File: config.mk
export PLATFORM = sky130hd
export DESIGN_NAME = bit_manip_unit
export DESIGN_NICKNAME = d
export VERILOG_FILES = /design/src/rtl/bit_manip_pkg.sv /design/src/rtl/bit_manip_unit.sv
export SDC_FILE = /design/constraint.sdc
export NUM_CORES = 1
export LEC_CHECK = 0
export ABC_AREA = 1
export ABC_CLOCK_PERIOD_IN_PS = 4990
export BUFFER_PORTS_ARGS = -buffer_cell sky130_fd_sc_hd__buf_2
export CAP_MARGIN = 5
export CELL_PAD_IN_SITES_DETAIL_PLACEMENT = 0
export CELL_PAD_IN_SITES_GLOBAL_PLACEMENT = 1
export CORE_ASPECT_RATIO = 1.25
export CORE_MARGIN = 4
export CORE_UTILIZATION = 42
export DETAILED_ROUTE_END_ITERATION = 7
export PLACE_DENSITY = 0.92
export RECOVER_POWER = 25
export SKIP_LAST_GASP = 1
export SLEW_MARGIN = 10
export SYNTH_ARGS = -nofsm -noshare
export SYNTH_HDL_FRONTEND = slang
export SYNTH_SLANG_ARGS = --single-unit
File: constraint.sdc
create_clock -name clk -period 4.99 [get_ports clk]
set_input_delay 0 -clock clk [delete_from_list [all_inputs] [get_ports clk]]
set_output_delay 0 -clock clk [all_outputs]
set_load 0.02 [all_outputs]
File: src/rtl/bit_manip_pkg.sv
// constants and operation codes for the bit manipulation datapath
`default_nettype none
package bit_manip_pkg;
  localparam int unsigned BYTE_W  = 8;
  localparam int unsigned BITNO_W = 3;
  localparam logic [7:0] BYTE_ZERO = 8'h00;
  localparam logic [7:0] BYTE_ONE  = 8'h01;

  // operation select
  typedef enum logic [3:0] {
    bit_set_op               = 4'h0,
    bit_clear_op             = 4'h1,
    bit_invert_op            = 4'h2,
    bit_test_op              = 4'h3,
    carry_and_op             = 4'h4,
    carry_and_inverted_op    = 4'h5,
    carry_or_op              = 4'h6,
    carry_or_inverted_op     = 4'h7,
    carry_xor_op             = 4'h8,
    carry_xor_inverted_op    = 4'h9,
    bit_to_carry_op          = 4'ha,
    inverted_bit_to_carry_op = 4'hb,
    carry_to_bit_op          = 4'hc,
    inverted_carry_to_bit_op = 4'hd
  } op_t;

  // sequencer states
  typedef enum logic [1:0] {
    st_idle  = 2'b00,
    st_read  = 2'b01,
    st_write = 2'b10
  } state_t;
endpackage
`default_nettype wire

File: src/rtl/bit_manip_unit.sv
// single-bit manipulation datapath with register and memory operands
//
// Behaviour
// - set writes 1 into selected bit
// - clear writes 0 into selected bit
// - invert complements selected bit, writes back
// - test: zero flag gets inverted bit
// - set/clear/invert/test: immediate or register bit number
// - carry and: C and bit
// - inverted carry and: C and not bit
// - carry or: C or bit
// - inverted carry or: C or not bit
// - carry xor: C xor bit
// - inverted carry xor: C xor not bit
// - bit load copies bit into carry
// - inverted load copies not bit into carry
// - store writes carry into selected bit
// - inverted store writes not carry into bit
// - carry ops use immediate bit number only
`default_nettype none
module bit_manip_unit
  import bit_manip_pkg::*;
(
  input  wire logic                          clk,
  input  wire logic                          reset_n,
  input  wire logic                          start,
  input  wire bit_manip_pkg::op_t            op,
  input  wire logic                          use_mem,
  input  wire logic                          bitno_from_reg,
  input  wire logic [bit_manip_pkg::BITNO_W-1:0] imm_bitno,
  input  wire logic [bit_manip_pkg::BYTE_W-1:0]  bitno_reg,
  input  wire logic [bit_manip_pkg::BYTE_W-1:0]  reg_operand,
  input  wire logic                          carry_in,
  input  wire logic [bit_manip_pkg::BYTE_W-1:0]  mem_rdata,
  input  wire logic                          mem_ack,
  output logic                               busy_ff,
  output logic                               done_ff,
  output logic [bit_manip_pkg::BYTE_W-1:0]   reg_result_ff,
  output logic                               reg_we_ff,
  output logic                               carry_out_ff,
  output logic                               carry_we_ff,
  output logic                               zero_out_ff,
  output logic                               zero_we_ff,
  output logic                               mem_rd_ff,
  output logic                               mem_wr_ff,
  output logic [bit_manip_pkg::BYTE_W-1:0]   mem_wdata_ff
);
  import bit_manip_pkg::*;

  // ----------------------------------------
  // operand capture and bit selection
  // ----------------------------------------
  state_t                state_ff;
  op_t                   op_ff;
  logic [BITNO_W-1:0]    bitno_ff;
  logic                  carry_ff;
  logic [BYTE_W-1:0]     operand;
  logic [BYTE_W-1:0]     mask;
  logic                  sel_bit;
  logic [BYTE_W-1:0]     new_byte;
  logic                  writes_byte;
  logic                  new_carry;
  logic                  carry_op;
  logic [BITNO_W-1:0]    nxt_bitno;

  // register bit number only for the first four operations
  always_comb begin
    if (bitno_from_reg && (op == bit_set_op || op == bit_clear_op ||
                           op == bit_invert_op || op == bit_test_op)) begin
      nxt_bitno = bitno_reg[BITNO_W-1:0];
    end else begin
      nxt_bitno = imm_bitno;
    end
  end

  always_ff @(posedge clk or negedge reset_n) begin
    if (!reset_n) begin
      op_ff    <= bit_set_op;
      bitno_ff <= '0;
      carry_ff <= 1'b0;
    end else if (start && state_ff == st_idle) begin
      op_ff    <= op;
      bitno_ff <= nxt_bitno;
      carry_ff <= carry_in;
    end
  end

  // operand is the register byte or the byte just read
  logic [BYTE_W-1:0] reg_op_ff;
  always_ff @(posedge clk or negedge reset_n) begin
    if (!reset_n) begin
      reg_op_ff <= BYTE_ZERO;
    end else if (start && state_ff == st_idle) begin
      reg_op_ff <= reg_operand;
    end else if (state_ff == st_read && mem_ack) begin
      reg_op_ff <= mem_rdata;
    end
  end

  // ----------------------------------------
  // bit datapath
  // ----------------------------------------
  always_comb begin
    operand     = (state_ff == st_read) ? mem_rdata : reg_op_ff;
    mask        = BYTE_ONE << bitno_ff;
    sel_bit     = operand[bitno_ff];
    new_byte    = operand;
    writes_byte = 1'b0;
    new_carry   = carry_ff;
    carry_op    = 1'b0;
    unique case (op_ff)
      bit_set_op: begin
        new_byte = operand | mask;
        writes_byte = 1'b1;
      end
      bit_clear_op: begin
        new_byte = operand & ~mask;
        writes_byte = 1'b1;
      end
      bit_invert_op: begin
        new_byte = operand ^ mask;
        writes_byte = 1'b1;
      end
      bit_test_op: begin
        new_byte = operand;
      end
      carry_and_op: begin
        new_carry = carry_ff & sel_bit;
        carry_op = 1'b1;
      end
      carry_and_inverted_op: begin
        new_carry = carry_ff & ~sel_bit;
        carry_op = 1'b1;
      end
      carry_or_op: begin
        new_carry = carry_ff | sel_bit;
        carry_op = 1'b1;
      end
      carry_or_inverted_op: begin
        new_carry = carry_ff | ~sel_bit;
        carry_op = 1'b1;
      end
      carry_xor_op: begin
        new_carry = carry_ff ^ sel_bit;
        carry_op = 1'b1;
      end
      carry_xor_inverted_op: begin
        new_carry = carry_ff ^ ~sel_bit;
        carry_op = 1'b1;
      end
      bit_to_carry_op: begin
        new_carry = sel_bit;
        carry_op = 1'b1;
      end
      inverted_bit_to_carry_op: begin
        new_carry = ~sel_bit;
        carry_op = 1'b1;
      end
      carry_to_bit_op: begin
        new_byte = carry_ff ? (operand | mask) : (operand & ~mask);
        writes_byte = 1'b1;
      end
      inverted_carry_to_bit_op: begin
        new_byte = carry_ff ? (operand & ~mask) : (operand | mask);
        writes_byte = 1'b1;
      end
      default: begin
        new_byte = operand;
      end
    endcase
  end

  // ----------------------------------------
  // sequencer
  // ----------------------------------------
  logic mem_ff;
  logic exec;
  // exec marks the cycle in which the byte is ready to modify
  assign exec = (state_ff == st_write && !mem_ff) ||
                (state_ff == st_read && mem_ack);

  always_ff @(posedge clk or negedge reset_n) begin
    if (!reset_n) begin
      state_ff <= st_idle;
      mem_ff   <= 1'b0;
    end else begin
      unique case (state_ff)
        st_idle: begin
          if (start) begin
            mem_ff   <= use_mem;
            state_ff <= use_mem ? st_read : st_write;
          end
        end
        st_read: begin
          if (mem_ack) begin
            state_ff <= writes_byte ? st_write : st_idle;
          end
        end
        st_write: begin
          if (!mem_ff || mem_ack) begin
            state_ff <= st_idle;
          end
        end
        default: state_ff <= st_idle;
      endcase
    end
  end

  // ----------------------------------------
  // memory strobes, held until acknowledged
  // ----------------------------------------
  always_ff @(posedge clk or negedge reset_n) begin
    if (!reset_n) begin
      mem_rd_ff    <= 1'b0;
      mem_wr_ff    <= 1'b0;
      mem_wdata_ff <= BYTE_ZERO;
    end else begin
      if (state_ff == st_idle && start && use_mem) begin
        mem_rd_ff <= 1'b1;
      end else if (mem_ack) begin
        mem_rd_ff <= 1'b0;
      end
      if (state_ff == st_read && mem_ack && writes_byte) begin
        mem_wr_ff    <= 1'b1;
        mem_wdata_ff <= new_byte;
      end else if (mem_wr_ff && mem_ack) begin
        mem_wr_ff <= 1'b0;
      end
    end
  end

  // ----------------------------------------
  // results and flags
  // ----------------------------------------
  always_ff @(posedge clk or negedge reset_n) begin
    if (!reset_n) begin
      reg_result_ff <= BYTE_ZERO;
      reg_we_ff     <= 1'b0;
      carry_out_ff  <= 1'b0;
      carry_we_ff   <= 1'b0;
      zero_out_ff   <= 1'b0;
      zero_we_ff    <= 1'b0;
    end else begin
      reg_we_ff   <= exec && !mem_ff && writes_byte;
      carry_we_ff <= exec && carry_op;
      zero_we_ff  <= exec && op_ff == bit_test_op;
      if (exec && !mem_ff && writes_byte) begin
        reg_result_ff <= new_byte;
      end
      if (exec && carry_op) begin
        carry_out_ff <= new_carry;
      end
      if (exec && op_ff == bit_test_op) begin
        zero_out_ff <= ~sel_bit;
      end
    end
  end

  // busy while sequencing; done pulses as the operation ends
  always_ff @(posedge clk or negedge reset_n) begin
    if (!reset_n) begin
      busy_ff <= 1'b0;
      done_ff <= 1'b0;
    end else begin
      busy_ff <= (state_ff == st_idle) ? start :
                 !((state_ff == st_write && (!mem_ff || mem_ack)) ||
                   (state_ff == st_read && mem_ack && !writes_byte));
      done_ff <= (state_ff == st_write && (!mem_ff || mem_ack)) ||
                 (state_ff == st_read && mem_ack && !writes_byte);
    end
  end

  // ----------------------------------------
  // checks
  // ----------------------------------------
  set_result_a: assert property (@(posedge clk) disable iff (!reset_n)
    exec && !mem_ff && op_ff == bit_set_op |=> reg_result_ff == ($past(operand) | $past(mask)))
    else $error("set result wrong");
  clear_result_a: assert property (@(posedge clk) disable iff (!reset_n)
    exec && op_ff == bit_clear_op |-> new_byte[bitno_ff] == 1'b0)
    else $error("clear bit not zero");
  invert_result_a: assert property (@(posedge clk) disable iff (!reset_n)
    exec && op_ff == bit_invert_op |-> (new_byte ^ operand) == mask)
    else $error("invert changed wrong bits");
  test_zero_a: assert property (@(posedge clk) disable iff (!reset_n)
    exec && op_ff == bit_test_op |=> zero_we_ff && zero_out_ff == !$past(sel_bit) && !reg_we_ff)
    else $error("test zero flag wrong");
  carry_and_a: assert property (@(posedge clk) disable iff (!reset_n)
    exec && op_ff == carry_and_op |=> carry_we_ff && carry_out_ff == $past(carry_ff & sel_bit))
    else $error("carry and wrong");
  carry_xor_inv_a: assert property (@(posedge clk) disable iff (!reset_n)
    exec && op_ff == carry_xor_inverted_op |=>
      carry_out_ff == ($past(carry_ff) == $past(sel_bit)))
    else $error("inverted carry xor wrong");
  store_bit_a: assert property (@(posedge clk) disable iff (!reset_n)
    exec && op_ff == carry_to_bit_op |-> new_byte[bitno_ff] == carry_ff &&
      (new_byte & ~mask) == (operand & ~mask))
    else $error("store bit wrong");
  imm_only_a: assert property (@(posedge clk) disable iff (!reset_n)
    start && state_ff == st_idle && op inside {[carry_and_op:inverted_carry_to_bit_op]} |=>
      bitno_ff == $past(imm_bitno))
    else $error("carry op used register bit");
  rmw_seq_a: assert property (@(posedge clk) disable iff (!reset_n)
    state_ff == st_read && mem_ack && writes_byte |=> mem_wr_ff && !mem_rd_ff && state_ff == st_write)
    else $error("write back missing");
  reg_bitno_a: assert property (@(posedge clk) disable iff (!reset_n)
    start && state_ff == st_idle && bitno_from_reg && op inside {[bit_set_op:bit_test_op]} |=>
      bitno_ff == $past(bitno_reg[BITNO_W-1:0]))
    else $error("register bit number not used");
  carry_and_inv_a: assert property (@(posedge clk) disable iff (!reset_n)
    exec && op_ff == carry_and_inverted_op |=> carry_out_ff == $past(carry_ff & ~sel_bit))
    else $error("inverted carry and wrong");
  carry_or_a: assert property (@(posedge clk) disable iff (!reset_n)
    exec && op_ff == carry_or_op |=> carry_out_ff == $past(carry_ff | sel_bit))
    else $error("carry or wrong");
  carry_or_inv_a: assert property (@(posedge clk) disable iff (!reset_n)
    exec && op_ff == carry_or_inverted_op |=> carry_out_ff == $past(carry_ff | ~sel_bit))
    else $error("inverted carry or wrong");
  carry_xor_a: assert property (@(posedge clk) disable iff (!reset_n)
    exec && op_ff == carry_xor_op |=> carry_out_ff == $past(carry_ff ^ sel_bit))
    else $error("carry xor wrong");
  bit_load_a: assert property (@(posedge clk) disable iff (!reset_n)
    exec && op_ff == bit_to_carry_op |=> carry_we_ff && carry_out_ff == $past(sel_bit))
    else $error("bit load wrong");
  inv_load_a: assert property (@(posedge clk) disable iff (!reset_n)
    exec && op_ff == inverted_bit_to_carry_op |=> carry_out_ff == !$past(sel_bit))
    else $error("inverted bit load wrong");
  inv_store_a: assert property (@(posedge clk) disable iff (!reset_n)
    exec && op_ff == inverted_carry_to_bit_op |-> new_byte[bitno_ff] == !carry_ff &&
      (new_byte & ~mask) == (operand & ~mask))
    else $error("inverted store bit wrong");
  mem_wdata_a: assert property (@(posedge clk) disable iff (!reset_n)
    state_ff == st_read && mem_ack && writes_byte |=>
      (mem_wdata_ff & ~$past(mask)) == ($past(mem_rdata) & ~$past(mask)))
    else $error("write back changed other bits");
  carry_only_a: assert property (@(posedge clk) disable iff (!reset_n)
    exec && carry_op |=> !zero_we_ff && !reg_we_ff && !mem_wr_ff)
    else $error("carry op touched operand or zero");
endmodule
`default_nettype wire

Yosys cells after proc, flatten, opt, wreduce, memory -nomap -nowiden
Cells that the tools add are included.
Widths: inputs -> output; s select.
{"block": "classes", "order_cmp": 1, "n_eq_ne": 21, "shift": 1, "mux": 23, "bitwise": 11, "reduce_logical": 32}
{"op": "$mux 8", "n": 5}
{"op": "$pmux 8 s5", "n": 1}
{"op": "$eq 4x4->1 const B", "n": 6}
{"op": "$eq 4x2->1 const B", "n": 4}
{"op": "$eq 4x3->1 const B", "n": 4}
{"op": "$logic_and 1x1->1", "n": 13}
{"op": "$mux 2", "n": 5}
{"op": "$and 8x8->8", "n": 1}
{"op": "$eq 4x1->1 const B", "n": 2}
{"op": "$logic_not 4->1", "n": 2}
{"op": "$mux 1", "n": 8}
{"op": "$not 8->8", "n": 1}
{"op": "$or 8x8->8", "n": 1}
{"op": "$pmux 1 s8", "n": 1}
{"op": "$reduce_or 8->1", "n": 1}
{"op": "$shl 1x3->8 const A", "n": 1}
{"op": "$xor 8x8->8", "n": 1}
{"op": "$logic_or 1x1->1", "n": 6}
{"op": "$pmux 2 s3", "n": 1}
{"op": "$reduce_bool 2->1", "n": 3}
{"op": "$reduce_or 5->1", "n": 1}
{"op": "$lt 3x4->1 const B", "n": 1}
{"op": "$ne 2x2->1 const B", "n": 2}
{"op": "$bmux 1 s3", "n": 1}
{"op": "12 further kinds", "n": 17}
{"block": "word_totals", "register_bits": 44, "in_bits": 38, "out_inout_bits": 25}

Logic depth before layout (Yosys ltp)
{"block": "depth", "word_depth": 8, "depth_mapped": 15}

Least setup slack after synthesis
No wires, ideal clock.
{"block": "synth_path", "path_type": "flip-flop to flip-flop", "start": "register state_ff[1]", "end": "register reg_result_ff[5] (netlist name)", "setup_time_ps": 125, "t_arrival_ps": 1709, "setup_slack_ps": 3156, "path_stages_with_launch": 11, "path_buffers": 1, "period_less_slack_ps": 1834, "path_cell_list": "dfrtp_1 -> inv_2 -> nand2_2 -> buf_6 -> nand2_1 -> nand2_1 -> ha_1 -> nor2_1 -> a211oi_1 -> o211ai_1 -> mux2_2"}
{"block": "synth_via", "elab_chain_len": 5, "word_cells_on_any_way": 14, "cone_classes": "eq/ne: 2; mux: 4; bitwise: 3; reduce/logical: 5"}
{"element": "start, declared", "line_no": "bit_manip_unit.sv:53", "rtl": "state_t state_ff;"}
{"element": "start signal, assigned", "line_no": "bit_manip_unit.sv:184", "rtl": "state_ff <= st_idle;"}
{"element": "start signal, assigned", "line_no": "bit_manip_unit.sv:191", "rtl": "state_ff <= use_mem ? st_read : st_write;"}
{"element": "start signal, assigned", "line_no": "bit_manip_unit.sv:196", "rtl": "state_ff <= writes_byte ? st_write : st_idle;"}
{"element": "$eq 2x1->1 or $eq 2x2->1 (tied branches)", "line_no": "bit_manip_unit.sv:104, bit_manip_unit.sv:180, bit_manip_unit.sv:179"}
{"element": "$mux 8, or another cell as far along", "line_no": "bit_manip_unit.sv:104", "rtl": "operand = (state_ff == st_read) ? mem_rdata : reg_op_ff;"}
{"element": "$or 8x8->8, or another cell as far along", "line_no": "bit_manip_unit.sv:113, bit_manip_unit.sv:160, bit_manip_unit.sv:164"}
{"element": "$mux 8, or another cell as far along", "line_no": "bit_manip_unit.sv:164", "rtl": "new_byte = carry_ff ? (operand & ~mask) : (operand | mask);"}
{"element": "$pmux 8 s5 or $logic_and 1x1->1 (tied branches)", "line_no": "bit_manip_unit.sv:111, bit_manip_unit.sv:247"}
{"element": "end signal, assigned", "line_no": "bit_manip_unit.sv:248", "rtl": "reg_result_ff <= new_byte;"}
{"element": "end, declared", "line_no": "bit_manip_unit.sv:38", "rtl": "output logic [bit_manip_pkg::BYTE_W-1:0] reg_result_ff,"}
Several ways; a longest one is shown, not always the timed one.
A chain may end at the register's enable or synchronous reset.

Worst setup path after layout
{"block": "layout_path", "start": "register state_ff[0]", "end": "register reg_result_ff[2] (netlist name)"}
The elaborated chain is that of the path after synthesis.

==> metrics.md <==
| Metric | Value |
|---|---|
| Result of the run | finished, violations left |
| Failing checks | max-capacitance violations, max-slew violations |
| Worst hold stages | 3 |
| Average wire per standard cell | 12.7 um |
| Endpoint of the lowest-slack register-to-register path | reg_result_ff[2] |
| Worst relative slew slack | -0.527 |
| Die Width | 79.7 um |
| Antenna diode instance count | 0 |
| Critical path capture point type | flip-flop |
| Crit start category | flip-flop |
| Achievable Freq | 436 MHz |
| Vertical die dimension | 97.6 um |
| Maximum fanout along the worst path | 13 |
| Number of antenna violations at the first check in global routing | 0 |
| Overall power consumption | 2.04 mW |
| Via count | 2618 |
| Initial drt markers | 123 |
| Final number of setup-violating endpoints | 0 |
| Gpl congestion | 0.853 |
| Worst Reg2Reg Path Length in Cells | 7 |
| Startpoint of the tightest hold check path | bitno_reg[0] |
| Total count of hold-check failures in the final report | 0 |
| Per-instance average area after synthesis | 7.53 sq um |
| Post-route clock period utilization | 0.460 |
| Post-route DRC violation count | 0 |
| Clock tree from TritonCTS | yes |
| Via count normalized by instance count | 4.99 |
| Fraction of layout instances using a drive strength above 1 | 0.130 |
| Syn Nets | 412 |
| Placement Rows | 32 |
| Number of sinks driven by the clock tree | 44 |
| Max-cap viol count | 1 |
| Count of boundary I/O pins | 63 |
| Static leakage power | 1.67 nW |
| Final net count | 493 |
| Area Overhead vs Synth | 23.9% |
| Number of distinct library cells after synthesis | 28 |
| Signal arrival time at the worst endpoint | 2.47 ns |
| Synth Register Bits | 44 |
| Core region area | 6210 sq um |
| Sum of overflow across all layers after global routing | 0 |
| Die area | 7770 sq um |
| Post-DRT Antenna Nets | 0 |
| RSZ-0062 raised after global routing | false |
| Number of setup buffers added after CTS | 0 |
| Instance count of the mapped netlist | 358 |
| Utilization after layout | 0.538 |
| Initial Util | 0.434 |
| Setup tns final | 0 ns |
| HPWL after DPL | 4870 um |
| Crit Path Category | reg -> reg |
| Largest net degree at the start of global routing | 45 |
| Final number of max-transition violations | 45 |
| CP Data Required Time | 5.17 ns |
| Clock tree buffer depth | 2 |
| Number of iterations in the first detailed-routing pass | 5 |
| Destination of the worst hold path | bitno_ff[0] |
| Number of warnings issued by yosys | 0 |
| Most common cell after layout, fill and taps aside | sky130_fd_sc_hd__nand2_1 |
| Critical R2R Launch | state_ff[0] |
| Count of input and output buffers | 57 |
| Clock Skews | 0.0115 ns |
| Global-route wire length before repair | 11300 um |
| Power per Cell Area | 611 nW/um^2 |
| Commonest non-fill, non-tap cells in the layout | sky130_fd_sc_hd__nand2_1, sky130_fd_sc_hd__dfrtp_1, sky130_fd_sc_hd__inv_1 |
| Number of global-route vias before repair | 2457 |
| Clk Latency, worst-skew pair | 0.30 ns |
| Total Routing Usage GR | 0.178 |
| Classification of the worst-slack hold path | in -> reg |
| Master cell of the clock root buffer | sky130_fd_sc_hd__clkbuf_8 |
| CTS buffer count | 5 |
| Slew at the pin with the worst max-slew slack | 2.29 ns |
| Final Non-Filler Cells | 525 |
| Routed wire length | 6660 um |
| Clock H-tree levels | 2 |
| Peak supply drop | 0.232 mV |
| Portion of the post-synthesis area used by sequential elements | 0.409 |
| Number of placed instances with taps included | 493 |
| Clock edge transition at the registers on the reported setup and hold paths | 0.08 ns |
| Min cycle time layout | 2.29 ns |
| Register-to-register setup slack | 2.70 ns |
| Cell area after synthesis | 2700 sq um |
| Hold Slack | 0.00296 ns |
==> synth_stat cells (all sizes together) <==
cell / number / area share
nor2: 32 / 0.049
ha: 16 / 0.074
mux2: 4 / 0.018
o21ai: 30 / 0.061
a211oi: 1 / 0.0028
clkbuf: 3 / 0.0042
o211ai: 4 / 0.011
xor2: 1 / 0.0033
o221ai: 4 / 0.013
o22ai: 11 / 0.026
nor3: 2 / 0.0079
a21oi: 16 / 0.030
buf: 5 / 0.016
dfrtp: 44 / 0.41
nand3: 33 / 0.061
clkinv: 1 / 0.0014
inv: 44 / 0.061
nand2: 107 / 0.15
==> metrics by stage <==
stage | setup slack, ns | cell area [sq um]
2_1_floorplan | 3.16 | 2700
3_3_place_gp | 2.76 | 3040
3_5_place_dp | 2.71 | 3040
4_1_cts | 2.68 | 3370
5_1_grt | 2.17 | 3340
6_report | 2.70 | 3340
==> sequential cells by signal, indices dropped and copies added, names as in the netlist <==
name,flops
bitno_ff,3
reg_we_ff,1
mem_rd_ff,1
carry_ff,1
carry_out_ff,1
mem_wdata_ff,8
zero_out_ff,1
zero_we_ff,1
reg_result_ff,8
op_ff,4
done_ff,1
mem_ff,1
mem_wr_ff,1
reg_op_ff,8
carry_we_ff,1
busy_ff,1
state_ff,2
==> worst max-delay path, cell delays in order, from the launching register on <==
cell,delay [ns]
sky130_fd_sc_hd__dfrtp_1,0.55
sky130_fd_sc_hd__inv_2,0.08
sky130_fd_sc_hd__nor2_4,0.20
sky130_fd_sc_hd__nand2_2,0.23
sky130_fd_sc_hd__o21ai_2,0.15
sky130_fd_sc_hd__inv_2,0.09
sky130_fd_sc_hd__nor3_4,0.48
sky130_fd_sc_hd__mux2_2,0.40
==> report_power, final <==
group / switching [mW] / leakage (nW) / total (mW) / internal (mW)
sequential: 0.113 / 0.551 / 0.626 / 0.513
combinational: 0.767 / 1.06 / 1.19 / 0.418
clock: 0.120 / 0.0510 / 0.231 / 0.111
total: 1.00 / 1.67 / 2.04 / 1.04
==> worst max-delay path by stage <==
stage	startpoint	endpoint	cells past startpoint
floorplan	state_ff[1]	reg_result_ff[5]	10
global placement	state_ff[0]	reg_result_ff[1]	7
detailed placement	state_ff[0]	reg_result_ff[2]	7
CTS	state_ff[0]	reg_result_ff[2]	7
global route	reset_n	carry_out_ff	2
finish	state_ff[0]	reg_result_ff[2]	7
==> logic make-up after synthesis <==
group | Yosys count | synth area share
fa+ha+maj | 16 | 0.0743
xor+xnor | 1 | 0.00325
simple gates | 174 | 0.269
buf+inv | 53 | 0.0831
compound gates | 66 | 0.143
mux | 4 | 0.0181
flops | 44 | 0.409
==> layout make-up <==
type	count	area (sq um)
fill	580	2870
multi-input combinational	261	1370
inverter	45	169
sequential	44	1100
clock buffer	6	82.6
tap	85	106
clock inverter	2	10.0
timing repair buffer	82	500
==> layer usage <==
metal,share of wire,GRT usage,vias up,wire (um)
met5,0,0,-,0
met4,0.016,0.0595,0,106
met3,0.050,0.0260,10,336
met2,0.49,0.307,80,3270
met1,0.44,0.226,1194,2950
li1,-,-,1334,-
==> what timing repair did <==
item                                   in CTS  in global routing
hold buffers                               24                  0
endpoints found under the hold margin      63                  0
gates resized for setup                     0                  0
Note: power is estimated with default switching activity, not from simulation.
